`src/include/epi_pkg.sv`:
```
`default_nettype none
package epi_pkg;
    // register byte addresses on the bus
    localparam logic [7:0] ADDR_IRQ_MASK    = 8'h00;
    localparam logic [7:0] ADDR_IRQ_FLAG    = 8'h04;
    localparam logic [7:0] ADDR_PINCHG_MASK = 8'h08;
    localparam logic [7:0] ADDR_MCU_CTRL    = 8'h0C;
    localparam logic [7:0] ADDR_CPU_STATUS  = 8'h10;
    localparam logic [7:0] ADDR_LINE_STATE  = 8'h14;
    // field positions
    localparam int BIT_LINE1      = 7;
    localparam int BIT_LINE0      = 6;
    localparam int BIT_PINCHG     = 5;
    localparam int BIT_GIE        = 7;
    localparam int SENSE1_LSB     = 2;
    localparam int SENSE0_LSB     = 0;
    localparam int VEC_LINE0      = 0;
    localparam int VEC_LINE1      = 1;
    localparam int VEC_PINCHG     = 2;
    localparam int NUM_VEC        = 3;
    // reset values
    localparam logic [7:0] RST_BYTE = 8'h00;
    // sense selection encodings
    localparam logic [1:0] SENSE_LOW     = 2'h0;
    localparam logic [1:0] SENSE_ANY     = 2'h1;
    localparam logic [1:0] SENSE_FALLING = 2'h2;
    localparam logic [1:0] SENSE_RISING  = 2'h3;
endpackage : epi_pkg
`default_nettype wire

```
`src/verilog/epi_ctrl.sv`:
```
// Notes on behaviour
// - line-1 request enabled only when mask bit 7 and global enable are set
// - line-0 request enabled only when mask bit 6 and global enable are set
// - two-bit sense field per line picks level, rising, falling or any edge
// - pin activity triggers even when the line is driven as output
// - line 1, line 0 and pin-change group each have a distinct vector request
// - pin-change request enabled only when mask bit 5 and global enable set
// - any change on a masked-in pin-change input requests the group interrupt
// - each pin-change mask bit enables change detection on its own pin
// - line-1 trigger sets flag bit 7
// - line-0 trigger sets flag bit 6
// - pin-change trigger sets flag bit 5
// - set flag plus enables make the cpu vector to the handler
// - flag clears when the cpu starts that source's handler
// - writing one clears a flag, writing zero leaves it
// - flag reads zero while line uses level sensing; level drives request
// - sense code 00 low, 01 any change, 10 falling, 11 rising
// - level sensing requests for as long as the line is low
// - lines sampled before edge detection; pulses over one clock are caught
// - pin changes and low level are detected without the clock; here wake_req is a flop and needs a pclk edge
//
// Register access over APB and the register offsets were decided locally.
`timescale 1ns/1ps
`default_nettype none
module epi_ctrl #(
    parameter int PC_WIDTH = 8
) (
    input  wire logic                          pclk,
    input  wire logic                          presetn,
    input  wire logic                          psel,
    input  wire logic                          penable,
    input  wire logic                          pwrite,
    input  wire logic [7:0]                    paddr,
    input  wire logic [31:0]                   pwdata,
    output logic      [31:0]                   prdata,
    output logic                               pready,
    output logic                               pslverr,
    input  wire logic                          ext_line0_in,
    input  wire logic                          ext_line1_in,
    input  wire logic [PC_WIDTH-1:0]           pinchg_inputs,
    input  wire logic [epi_pkg::NUM_VEC-1:0]   irq_ack,
    output logic      [epi_pkg::NUM_VEC-1:0]   irq_vec_req,
    output logic                               wake_req
);
    logic [7:0]          irq_mask_reg_q;
    logic [7:0]          irq_flag_reg_q;
    logic [PC_WIDTH-1:0] pinchg_mask_reg_q;
    logic [3:0]          mcu_control_reg_q;
    logic                cpu_gie_q;
    logic [1:0]          line_meta_q;
    logic [1:0]          line_sync_q;
    logic [1:0]          line_prev_q;
    logic [PC_WIDTH-1:0] pc_meta_q;
    logic [PC_WIDTH-1:0] pc_sync_q;
    logic [PC_WIDTH-1:0] pc_prev_q;
    logic [1:0]          line_trig;
    logic [1:0]          line_level;
    logic [1:0]          sense [2];
    logic                pc_trig;
    logic                wr_en;
    logic                rd_en;
    logic                addr_ok;
    logic [7:0]          flag_set;
    logic [7:0]          flag_clr;
    logic [7:0]          flag_d;
    logic [31:0]         rdata_d;
    logic                wr_mask;
    logic                wr_flag;
    logic                wr_pcmask;
    logic                wr_ctrl;
    logic                wr_status;
    logic [epi_pkg::NUM_VEC-1:0] src_en;
    logic [epi_pkg::NUM_VEC-1:0] src_pend;
    logic                pc_wake;
    logic [1:0]          line_wake;

    // bits of the mask and flag registers that exist
    localparam logic [7:0] SRC_BITS = 8'((1 << epi_pkg::BIT_LINE1)
        | (1 << epi_pkg::BIT_LINE0) | (1 << epi_pkg::BIT_PINCHG));

    // writes land at the edge where pready is sampled high, reads one edge before
    assign wr_en = psel && penable && pwrite && pready;
    assign rd_en = psel && penable && !pwrite && !pready;
    assign sense[0] = mcu_control_reg_q[epi_pkg::SENSE0_LSB +: 2];
    assign sense[1] = mcu_control_reg_q[epi_pkg::SENSE1_LSB +: 2];

    // per-register write strobes
    assign wr_mask   = wr_en && paddr == epi_pkg::ADDR_IRQ_MASK;
    assign wr_flag   = wr_en && paddr == epi_pkg::ADDR_IRQ_FLAG;
    assign wr_pcmask = wr_en && paddr == epi_pkg::ADDR_PINCHG_MASK;
    assign wr_ctrl   = wr_en && paddr == epi_pkg::ADDR_MCU_CTRL;
    assign wr_status = wr_en && paddr == epi_pkg::ADDR_CPU_STATUS;

    always_comb begin
        unique case (paddr)
            epi_pkg::ADDR_IRQ_MASK,
            epi_pkg::ADDR_IRQ_FLAG,
            epi_pkg::ADDR_PINCHG_MASK,
            epi_pkg::ADDR_MCU_CTRL,
            epi_pkg::ADDR_CPU_STATUS,
            epi_pkg::ADDR_LINE_STATE: addr_ok = 1'b1;
            default:                  addr_ok = 1'b0;
        endcase
    end

    // apb answer: one wait state, pready pulses for one cycle
    always_ff @(posedge pclk or negedge presetn) begin
        if (!presetn) begin
            pready <= 1'b0;
        end else begin
            pready <= psel && penable && !pready;
        end
    end

    // error flagged alongside the answer for an unmapped address
    always_ff @(posedge pclk or negedge presetn) begin
        if (!presetn) begin
            pslverr <= 1'b0;
        end else begin
            pslverr <= psel && penable && !pready && !addr_ok;
        end
    end

    // read data captured in the first access cycle, held until the next read
    always_ff @(posedge pclk or negedge presetn) begin
        if (!presetn) begin
            prdata <= '0;
        end else if (rd_en) begin
            prdata <= rdata_d;
        end
    end

    always_comb begin
        rdata_d = 32'h0;
        unique case (paddr)
            epi_pkg::ADDR_IRQ_MASK:    rdata_d[7:0] = irq_mask_reg_q;
            epi_pkg::ADDR_IRQ_FLAG:    rdata_d[7:0] = irq_flag_reg_q;
            epi_pkg::ADDR_PINCHG_MASK: rdata_d[PC_WIDTH-1:0] = pinchg_mask_reg_q;
            epi_pkg::ADDR_MCU_CTRL:    rdata_d[3:0] = mcu_control_reg_q;
            epi_pkg::ADDR_CPU_STATUS:  rdata_d[epi_pkg::BIT_GIE] = cpu_gie_q;
            epi_pkg::ADDR_LINE_STATE:  rdata_d[1:0] = line_sync_q;
            default:                   rdata_d = 32'h0;
        endcase
    end

    // interrupt mask register, only the source enable bits exist
    always_ff @(posedge pclk or negedge presetn) begin
        if (!presetn) begin
            irq_mask_reg_q <= epi_pkg::RST_BYTE;
        end else if (wr_mask) begin
            irq_mask_reg_q <= pwdata[7:0] & SRC_BITS;
        end
    end

    // pin-change mask register
    always_ff @(posedge pclk or negedge presetn) begin
        if (!presetn) begin
            pinchg_mask_reg_q <= '0;
        end else if (wr_pcmask) begin
            pinchg_mask_reg_q <= pwdata[PC_WIDTH-1:0];
        end
    end

    // sense selection for both lines
    always_ff @(posedge pclk or negedge presetn) begin
        if (!presetn) begin
            mcu_control_reg_q <= '0;
        end else if (wr_ctrl) begin
            mcu_control_reg_q <= pwdata[3:0];
        end
    end

    // global interrupt enable, stands in for the cpu's own flag
    always_ff @(posedge pclk or negedge presetn) begin
        if (!presetn) begin
            cpu_gie_q <= 1'b0;
        end else if (wr_status) begin
            cpu_gie_q <= pwdata[epi_pkg::BIT_GIE];
        end
    end

    // line synchronisers, sampled regardless of pin direction
    always_ff @(posedge pclk or negedge presetn) begin
        if (!presetn) begin
            line_meta_q <= '0;
            line_sync_q <= '0;
            line_prev_q <= '0;
        end else begin
            line_meta_q <= {ext_line1_in, ext_line0_in};
            line_sync_q <= line_meta_q;
            line_prev_q <= line_sync_q;
        end
    end

    // pin-change synchronisers
    always_ff @(posedge pclk or negedge presetn) begin
        if (!presetn) begin
            pc_meta_q <= '0;
            pc_sync_q <= '0;
            pc_prev_q <= '0;
        end else begin
            pc_meta_q <= pinchg_inputs;
            pc_sync_q <= pc_meta_q;
            pc_prev_q <= pc_sync_q;
        end
    end

    // per-line sense decode
    for (genvar i = 0; i < 2; i++) begin : g_line
        always_comb begin
            line_level[i] = 1'b0;
            unique case (sense[i])
                epi_pkg::SENSE_LOW: begin
                    line_trig[i]  = 1'b0;
                    line_level[i] = !line_sync_q[i];
                end
                epi_pkg::SENSE_ANY:     line_trig[i] = line_sync_q[i] ^ line_prev_q[i];
                epi_pkg::SENSE_FALLING: line_trig[i] = line_prev_q[i] && !line_sync_q[i];
                epi_pkg::SENSE_RISING:  line_trig[i] = !line_prev_q[i] && line_sync_q[i];
            endcase
        end
    end

    assign pc_trig = |((pc_sync_q ^ pc_prev_q) & pinchg_mask_reg_q);

    always_comb begin
        flag_set = '0;
        flag_set[epi_pkg::BIT_LINE1]  = line_trig[1];
        flag_set[epi_pkg::BIT_LINE0]  = line_trig[0];
        flag_set[epi_pkg::BIT_PINCHG] = pc_trig;
        flag_clr = '0;
        if (wr_flag) begin
            flag_clr = pwdata[7:0];
        end
        if (irq_ack[epi_pkg::VEC_LINE1]) begin
            flag_clr[epi_pkg::BIT_LINE1] = 1'b1;
        end
        if (irq_ack[epi_pkg::VEC_LINE0]) begin
            flag_clr[epi_pkg::BIT_LINE0] = 1'b1;
        end
        if (irq_ack[epi_pkg::VEC_PINCHG]) begin
            flag_clr[epi_pkg::BIT_PINCHG] = 1'b1;
        end
        flag_d = (irq_flag_reg_q & ~flag_clr) | flag_set;
        if (sense[1] == epi_pkg::SENSE_LOW) begin
            flag_d[epi_pkg::BIT_LINE1] = 1'b0;
        end
        if (sense[0] == epi_pkg::SENSE_LOW) begin
            flag_d[epi_pkg::BIT_LINE0] = 1'b0;
        end
        flag_d = flag_d & SRC_BITS;
    end

    always_ff @(posedge pclk or negedge presetn) begin
        if (!presetn) begin
            irq_flag_reg_q <= epi_pkg::RST_BYTE;
        end else begin
            irq_flag_reg_q <= flag_d;
        end
    end

    // per-source enable: own mask bit and global enable together
    always_comb begin
        src_en = '0;
        src_en[epi_pkg::VEC_LINE1]  = irq_mask_reg_q[epi_pkg::BIT_LINE1];
        src_en[epi_pkg::VEC_LINE0]  = irq_mask_reg_q[epi_pkg::BIT_LINE0];
        src_en[epi_pkg::VEC_PINCHG] = irq_mask_reg_q[epi_pkg::BIT_PINCHG];
        src_en = src_en & {epi_pkg::NUM_VEC{cpu_gie_q}};
    end

    // pending source: next flag value, or a low level on a level-sensed line
    always_comb begin
        src_pend = '0;
        src_pend[epi_pkg::VEC_LINE1]  = flag_d[epi_pkg::BIT_LINE1] || line_level[1];
        src_pend[epi_pkg::VEC_LINE0]  = flag_d[epi_pkg::BIT_LINE0] || line_level[0];
        src_pend[epi_pkg::VEC_PINCHG] = flag_d[epi_pkg::BIT_PINCHG];
    end

    // one request line per vector, dropped while its handler starts
    always_ff @(posedge pclk or negedge presetn) begin
        if (!presetn) begin
            irq_vec_req <= '0;
        end else begin
            irq_vec_req <= src_en & src_pend & ~irq_ack;
        end
    end

    // clockless wake terms: raw pin-change pins against the synchronised copy, raw line levels alone
    assign pc_wake = irq_mask_reg_q[epi_pkg::BIT_PINCHG]
        && |(pinchg_mask_reg_q & (pinchg_inputs ^ pc_sync_q));
    assign line_wake[1] = irq_mask_reg_q[epi_pkg::BIT_LINE1]
        && sense[1] == epi_pkg::SENSE_LOW && !ext_line1_in;
    assign line_wake[0] = irq_mask_reg_q[epi_pkg::BIT_LINE0]
        && sense[0] == epi_pkg::SENSE_LOW && !ext_line0_in;

    // wake request, registered so the output comes from a flop
    always_ff @(posedge pclk or negedge presetn) begin
        if (!presetn) begin
            wake_req <= 1'b0;
        end else begin
            wake_req <= pc_wake || (|line_wake);
        end
    end
endmodule : epi_ctrl
`default_nettype wire

```
`config.mk`:
```
export PLATFORM = sky130hd
export DESIGN_NAME = epi_ctrl
export DESIGN_NICKNAME = d
export VERILOG_FILES = /design/src/include/epi_pkg.sv /design/src/verilog/epi_ctrl.sv
export SDC_FILE = /design/constraint.sdc
export NUM_CORES = 1
export LEC_CHECK = 0
export ABC_CLOCK_PERIOD_IN_PS = 3900
export BUFFER_PORTS_ARGS = -buffer_cell sky130_fd_sc_hd__buf_4
export CAP_MARGIN = 20
export CELL_PAD_IN_SITES_DETAIL_PLACEMENT = 0
export CELL_PAD_IN_SITES_GLOBAL_PLACEMENT = 2
export CORE_ASPECT_RATIO = 0.9
export CORE_MARGIN = 5
export CORE_UTILIZATION = 34
export DETAILED_ROUTE_END_ITERATION = 12
export PLACE_DENSITY = 0.93
export SKIP_LAST_GASP = 1
export SLEW_MARGIN = 0
export SYNTH_ARGS = -nofsm -noshare
export SYNTH_HDL_FRONTEND = slang
export SYNTH_SLANG_ARGS = --single-unit
```
`constraint.sdc`:
```
create_clock -name pclk -period 3.9 [get_ports pclk]
set_clock_uncertainty 0.1 [all_clocks]
set_input_delay 0.78 -clock pclk [delete_from_list [all_inputs] [get_ports pclk]]
set_output_delay 0.78 -clock pclk [all_outputs]
set_load 0.01 [all_outputs]
```
[Word-level counts from Yosys, hierarchy flattened]
Index checks and enable logic that the tools add are counted.
Storage, ports and cells
  bits in registers: 63
  input bits: 58
  output and inout port bits: 38
  word-level logic and storage cells: 95
Operators by class
  equal/unequal tests: 11
  mux-type cells: 15
  bitwise gates (word level): 13
  reduce and logical (&&, ||, !) cells: 40
Operators by type and width (count)
  8-bit bitwise AND: 3
  1-bit logical AND: 21
  8-bit by 4-bit equality test with 1-bit output, second input constant: 2
  8-bit by 5-bit equality test with 1-bit output, second input constant: 2
  8-bit OR reduction: 2
  8-bit XOR: 2
  1-bit one-hot mux with 4 select lines: 3
  3-bit bitwise AND: 3
  1-bit zero test: 9
  3-bit one-hot mux with 3 select lines: 1
  2-bit equality test, second input constant: 4
  8-bit by 3-bit equality test with 1-bit output, second input constant: 1
  8-bit zero test: 1
  1-bit 2-to-1 mux: 8
  8-bit 2-to-1 mux: 1
  8-bit NOT: 1
  8-bit bitwise OR: 1
  2-bit one-hot mux with 3 select lines: 1
  6-bit OR reduction: 1
  2-bit by 1-bit equality test with 1-bit output, second input constant: 2
  2-bit zero test: 2
  2-bit one-hot mux with 2 select lines: 1
  1-bit logical OR: 3
  3-bit NOT: 1
  other kinds (2): 3

[Depth between registers and ports, before layout]
  word-level depth: 13
  mapped depth: 6
  depth with buffers taken out: 6

[Least setup slack after synthesis]
No wires, ideal clock.
  kind: input to register
  start: input paddr[4]
  end: register mcu_control_reg_q[0]
  setup time: 0.125 ns
  arrival time: 1.947 ns
  required time: 3.675 ns
  slack: 1.728 ns
  cell stages on the path: 5
  path buffers: 1
  cells stage by stage: buf_6 -> nor3_4 -> nand3_4 -> or3_4 -> mux2_4
Between the ends
  cells in the longest elaborated chain, start to end: 2
Ends and longest elaborated chain
  start, declared: RTL line epi_ctrl.sv:33  | input wire logic [7:0] paddr,
  8-bit by 4-bit equality test with 1-bit output: RTL line epi_ctrl.sv:91  | assign wr_ctrl = wr_en && paddr == epi_pkg::ADDR_MCU_CTRL;
  1-bit logical AND: RTL line epi_ctrl.sv:91
  end signal, assigned: RTL line epi_ctrl.sv:169  | mcu_control_reg_q <= pwdata[3:0];
  end, declared: RTL line epi_ctrl.sv:48  | logic [3:0] mcu_control_reg_q;
No other way between the ends.
A chain may end at the register's enable or synchronous reset.

[Worst setup path in the final report]
  start: input paddr[7]
  end: register pinchg_mask_reg_q[1]
Between the ends
  cells in the longest elaborated chain, start to end: 2
Ends and longest elaborated chain
  8-bit by 4-bit equality test with 1-bit output: RTL line epi_ctrl.sv:90  | assign wr_pcmask = wr_en && paddr == epi_pkg::ADDR_PINCHG_MASK;
  1-bit logical AND: RTL line epi_ctrl.sv:90
  end signal, assigned: RTL line epi_ctrl.sv:160  | pinchg_mask_reg_q <= pwdata[PC_WIDTH-1:0];
  end, declared: RTL line epi_ctrl.sv:47  | logic [PC_WIDTH-1:0] pinchg_mask_reg_q;
No other way between the ends.

==> results.yml <==
status:
  status: "finished clean"
critical_path:
  rr_worst_depth: 3
  crit_type: "input pin to flip-flop"
  worst_ep_required_time_ps: 4030
  cp-start-kind: "input pin"
  arrival_ps: 2240
  end_kind: "flip-flop"
  crit_fanout: 9
clock_network:
  hold_buffers: 0
  post_cts_resized: 0
  cts_made_buffers: 9
  path_clk_slew_ps: 70
  clk_latency_ps: 350
  clockBufferDepth: 2
  cts_sinks: 63
  cts_root_buf: "clkbuf_8"
  cts_setup_buffers: 0
  htreeDepth: 3
  cts_tree: "done"
synth:
  synth_top_area_cell: "dfrtp_1"
  synthTopCellsByArea: "dfrtp_1 54%, buf_4 6.2%, mux2_2 5.0%"
  avgSynthCellArea_um2: 12.2
  ys_types: 41
  async_flop_share: 1.00
  syn_area_um2: 2910
  synth_top_cell_area_share: 0.543
  syn_inst: 239
  synth_ff_type: "dfrtp_1"
  ys_ff_latch: 63
  synth.yosys.seq_area_share: 0.543
  synth-edff-count: 0
  yosys_warnings: 0
cells_and_area:
  fin_nets: 353
  syn_to_final_growth_pct: 20.6
  n_antenna_cell: 0
  post-route-util: 0.415
  final_area_um2: 3500
  layout-drive-gt1-share: 0.301
place:
  place_congestion: 0.810
  port_buffers: 47
  dpl.hpwl_um: 4580
  placed_area_um2: 3280
floorplan:
  die_w_um: 107
  fp-row-count: 32
  initial_core_util: 0.344
  fp.dieH_um: 97.7
  dieArea_um2: 10500
  ios: 96
  core_area_um2: 8450
power:
  p_total_w: 0.00140
  leakagePower_nw: 1.63
  p_per_area_nw_per_um2: 401
  ir_worst_vdd_mv: 0.296
global_route:
  antenna_found_initial: 0
  grt_max_degree: 64
  grt.total_usage: 0.121
  grt_pass1_wl_um: 9560
  first_global_vias: 1803
  grt.overflow.total: 0
worst_hold_path:
  whs_path_depth: 0
  hp-class: "flip-flop to flip-flop"
timing:
  slew_violations: 0
  fmax_mhz: 474
  tightestPinTransition_ps: 778
  fin_crit_ps: 2110
  whs_ps: 249
  setup_viol: 0
  min_period_over_period: 0.540
  rsz0062_at_grt: "no"
  setup-tns-final_ps: 0
  finalHoldViolCount: 0
  relSlewSlack: 0.482
drt:
  wl_per_cell_um: 14.5
  routed_wl_um: 6030
  dr.pass1.iters: 4
  vias: 1852
  final_antenna_net_count: 0
  drc_errors: 0
  drt_iter0_drc: 83
  viasPerCell: 4.46
flow_run:
  drv_cap: 0
[critical path, cell delays in order]
cell,delay (ps)
buf_4,120
nor3_4,400
nand3_4,190
nor3_4,360
mux2_2,390
[registers in the layout, indices dropped and copies added, names as in the netlist]
name	count
wake_req	1
pslverr	1
line_meta_q	2
line_sync_q	2
line_prev_q	2
pc_sync_q	8
irq_mask_reg_q	3
pc_meta_q	8
pready	1
prdata	8
irq_flag_reg_q	3
cpu_gie_q	1
irq_vec_req	3
pinchg_mask_reg_q	8
mcu_control_reg_q	4
pc_prev_q	8
[placed cells by master (no fill, tap or decap), types with 6 or more instances in the layout]
cell and count:
a21oi_1 6, a22oi_1 8, buf_4 47, clkbuf_8 9
conb_1 24, dfrtp_1 63, inv_1 7, mux2_2 13
mux2i_1 6, nand2_1 15, nor2_1 10, nor2b_1 8
o21ai_0 10, xor2_1 16
[layer usage]
metal | vias to the layer above | GRT usage | routed length, um
li1 | 904 | - | -
met5 | - | 0 | 0
met2 | 67 | 0.173 | 2680
met3 | 9 | 0.0498 | 475
met4 | 0 | 0.0350 | 76
met1 | 872 | 0.167 | 2790
[Yosys cell counts (2+ instances only)]
cell	n
a21oi_1	6
nor2_1	10
and4_1	2
nand4_1	4
ha_1	4
mux2_2	13
nor4b_1	2
clkbuf_1	2
nand3_1	2
a211oi_1	3
nor4bb_1	2
mux2i_1	6
o21ai_0	10
o31ai_1	2
o22a_2	2
nand2_1	15
xor2_1	16
buf_2	2
nor3_4	3
a22oi_1	8
a221oi_1	2
nand3b_1	2
buf_4	24
inv_1	7
nor2b_1	8
mux2_4	4
dfrtp_1	63
nand2b_1	2
[per-stage QoR]
step,std cells,worst slack [ps]
2_1_floorplan,262,1730
3_3_place_gp,399,1430
3_5_place_dp,399,1410
4_1_cts,415,1780
5_1_grt,415,1700
6_report,415,1790
[report_power, final]
part,switching (W),total [W],internal (W)
registers,0.0000113,0.000682,0.000671
logic,0.0000595,0.000100,0.0000407
clock network,0.000262,0.000622,0.000360
total,0.000333,0.00140,0.00107
[cells by family after synthesis]
| logic type | synth area share |
|---|---|
| flip-flops | 0.543 |
| AND/OR/NAND/NOR | 0.124 |
| AO/OA/AOI/OAI | 0.0935 |
| buffers and inverters | 0.0810 |
| multiplexers | 0.0917 |
| XOR/XNOR | 0.0482 |
| adder cells (fa/ha/maj) | 0.0172 |
| other | 0.00129 |
[layout make-up]
cell class	instances	area [um^2]
fillers	807	4940
flip-flops and latches	63	1580
multi-input cells	163	1180
repair buffers	47	353
well taps	119	149
clock buffers	9	124
clock inverters	7	96.3
inverters	7	26.3
[final timing paths]
kind / start / end / slack (ps)
setup / recovery: paddr[7] / pinchg_mask_reg_q[1] / 1790
hold / removal: pc_meta_q[6] / pc_sync_q[6] / 250
setup reg to reg: pready / pinchg_mask_reg_q[1] / 2170
hold reg to reg: pc_meta_q[6] / pc_sync_q[6] / 250
max in group asynchronous: presetn / irq_flag_reg_q[6] / 2780
min in group asynchronous: presetn / pc_meta_q[6] / 420
Power figures use the tool's default switching activity.
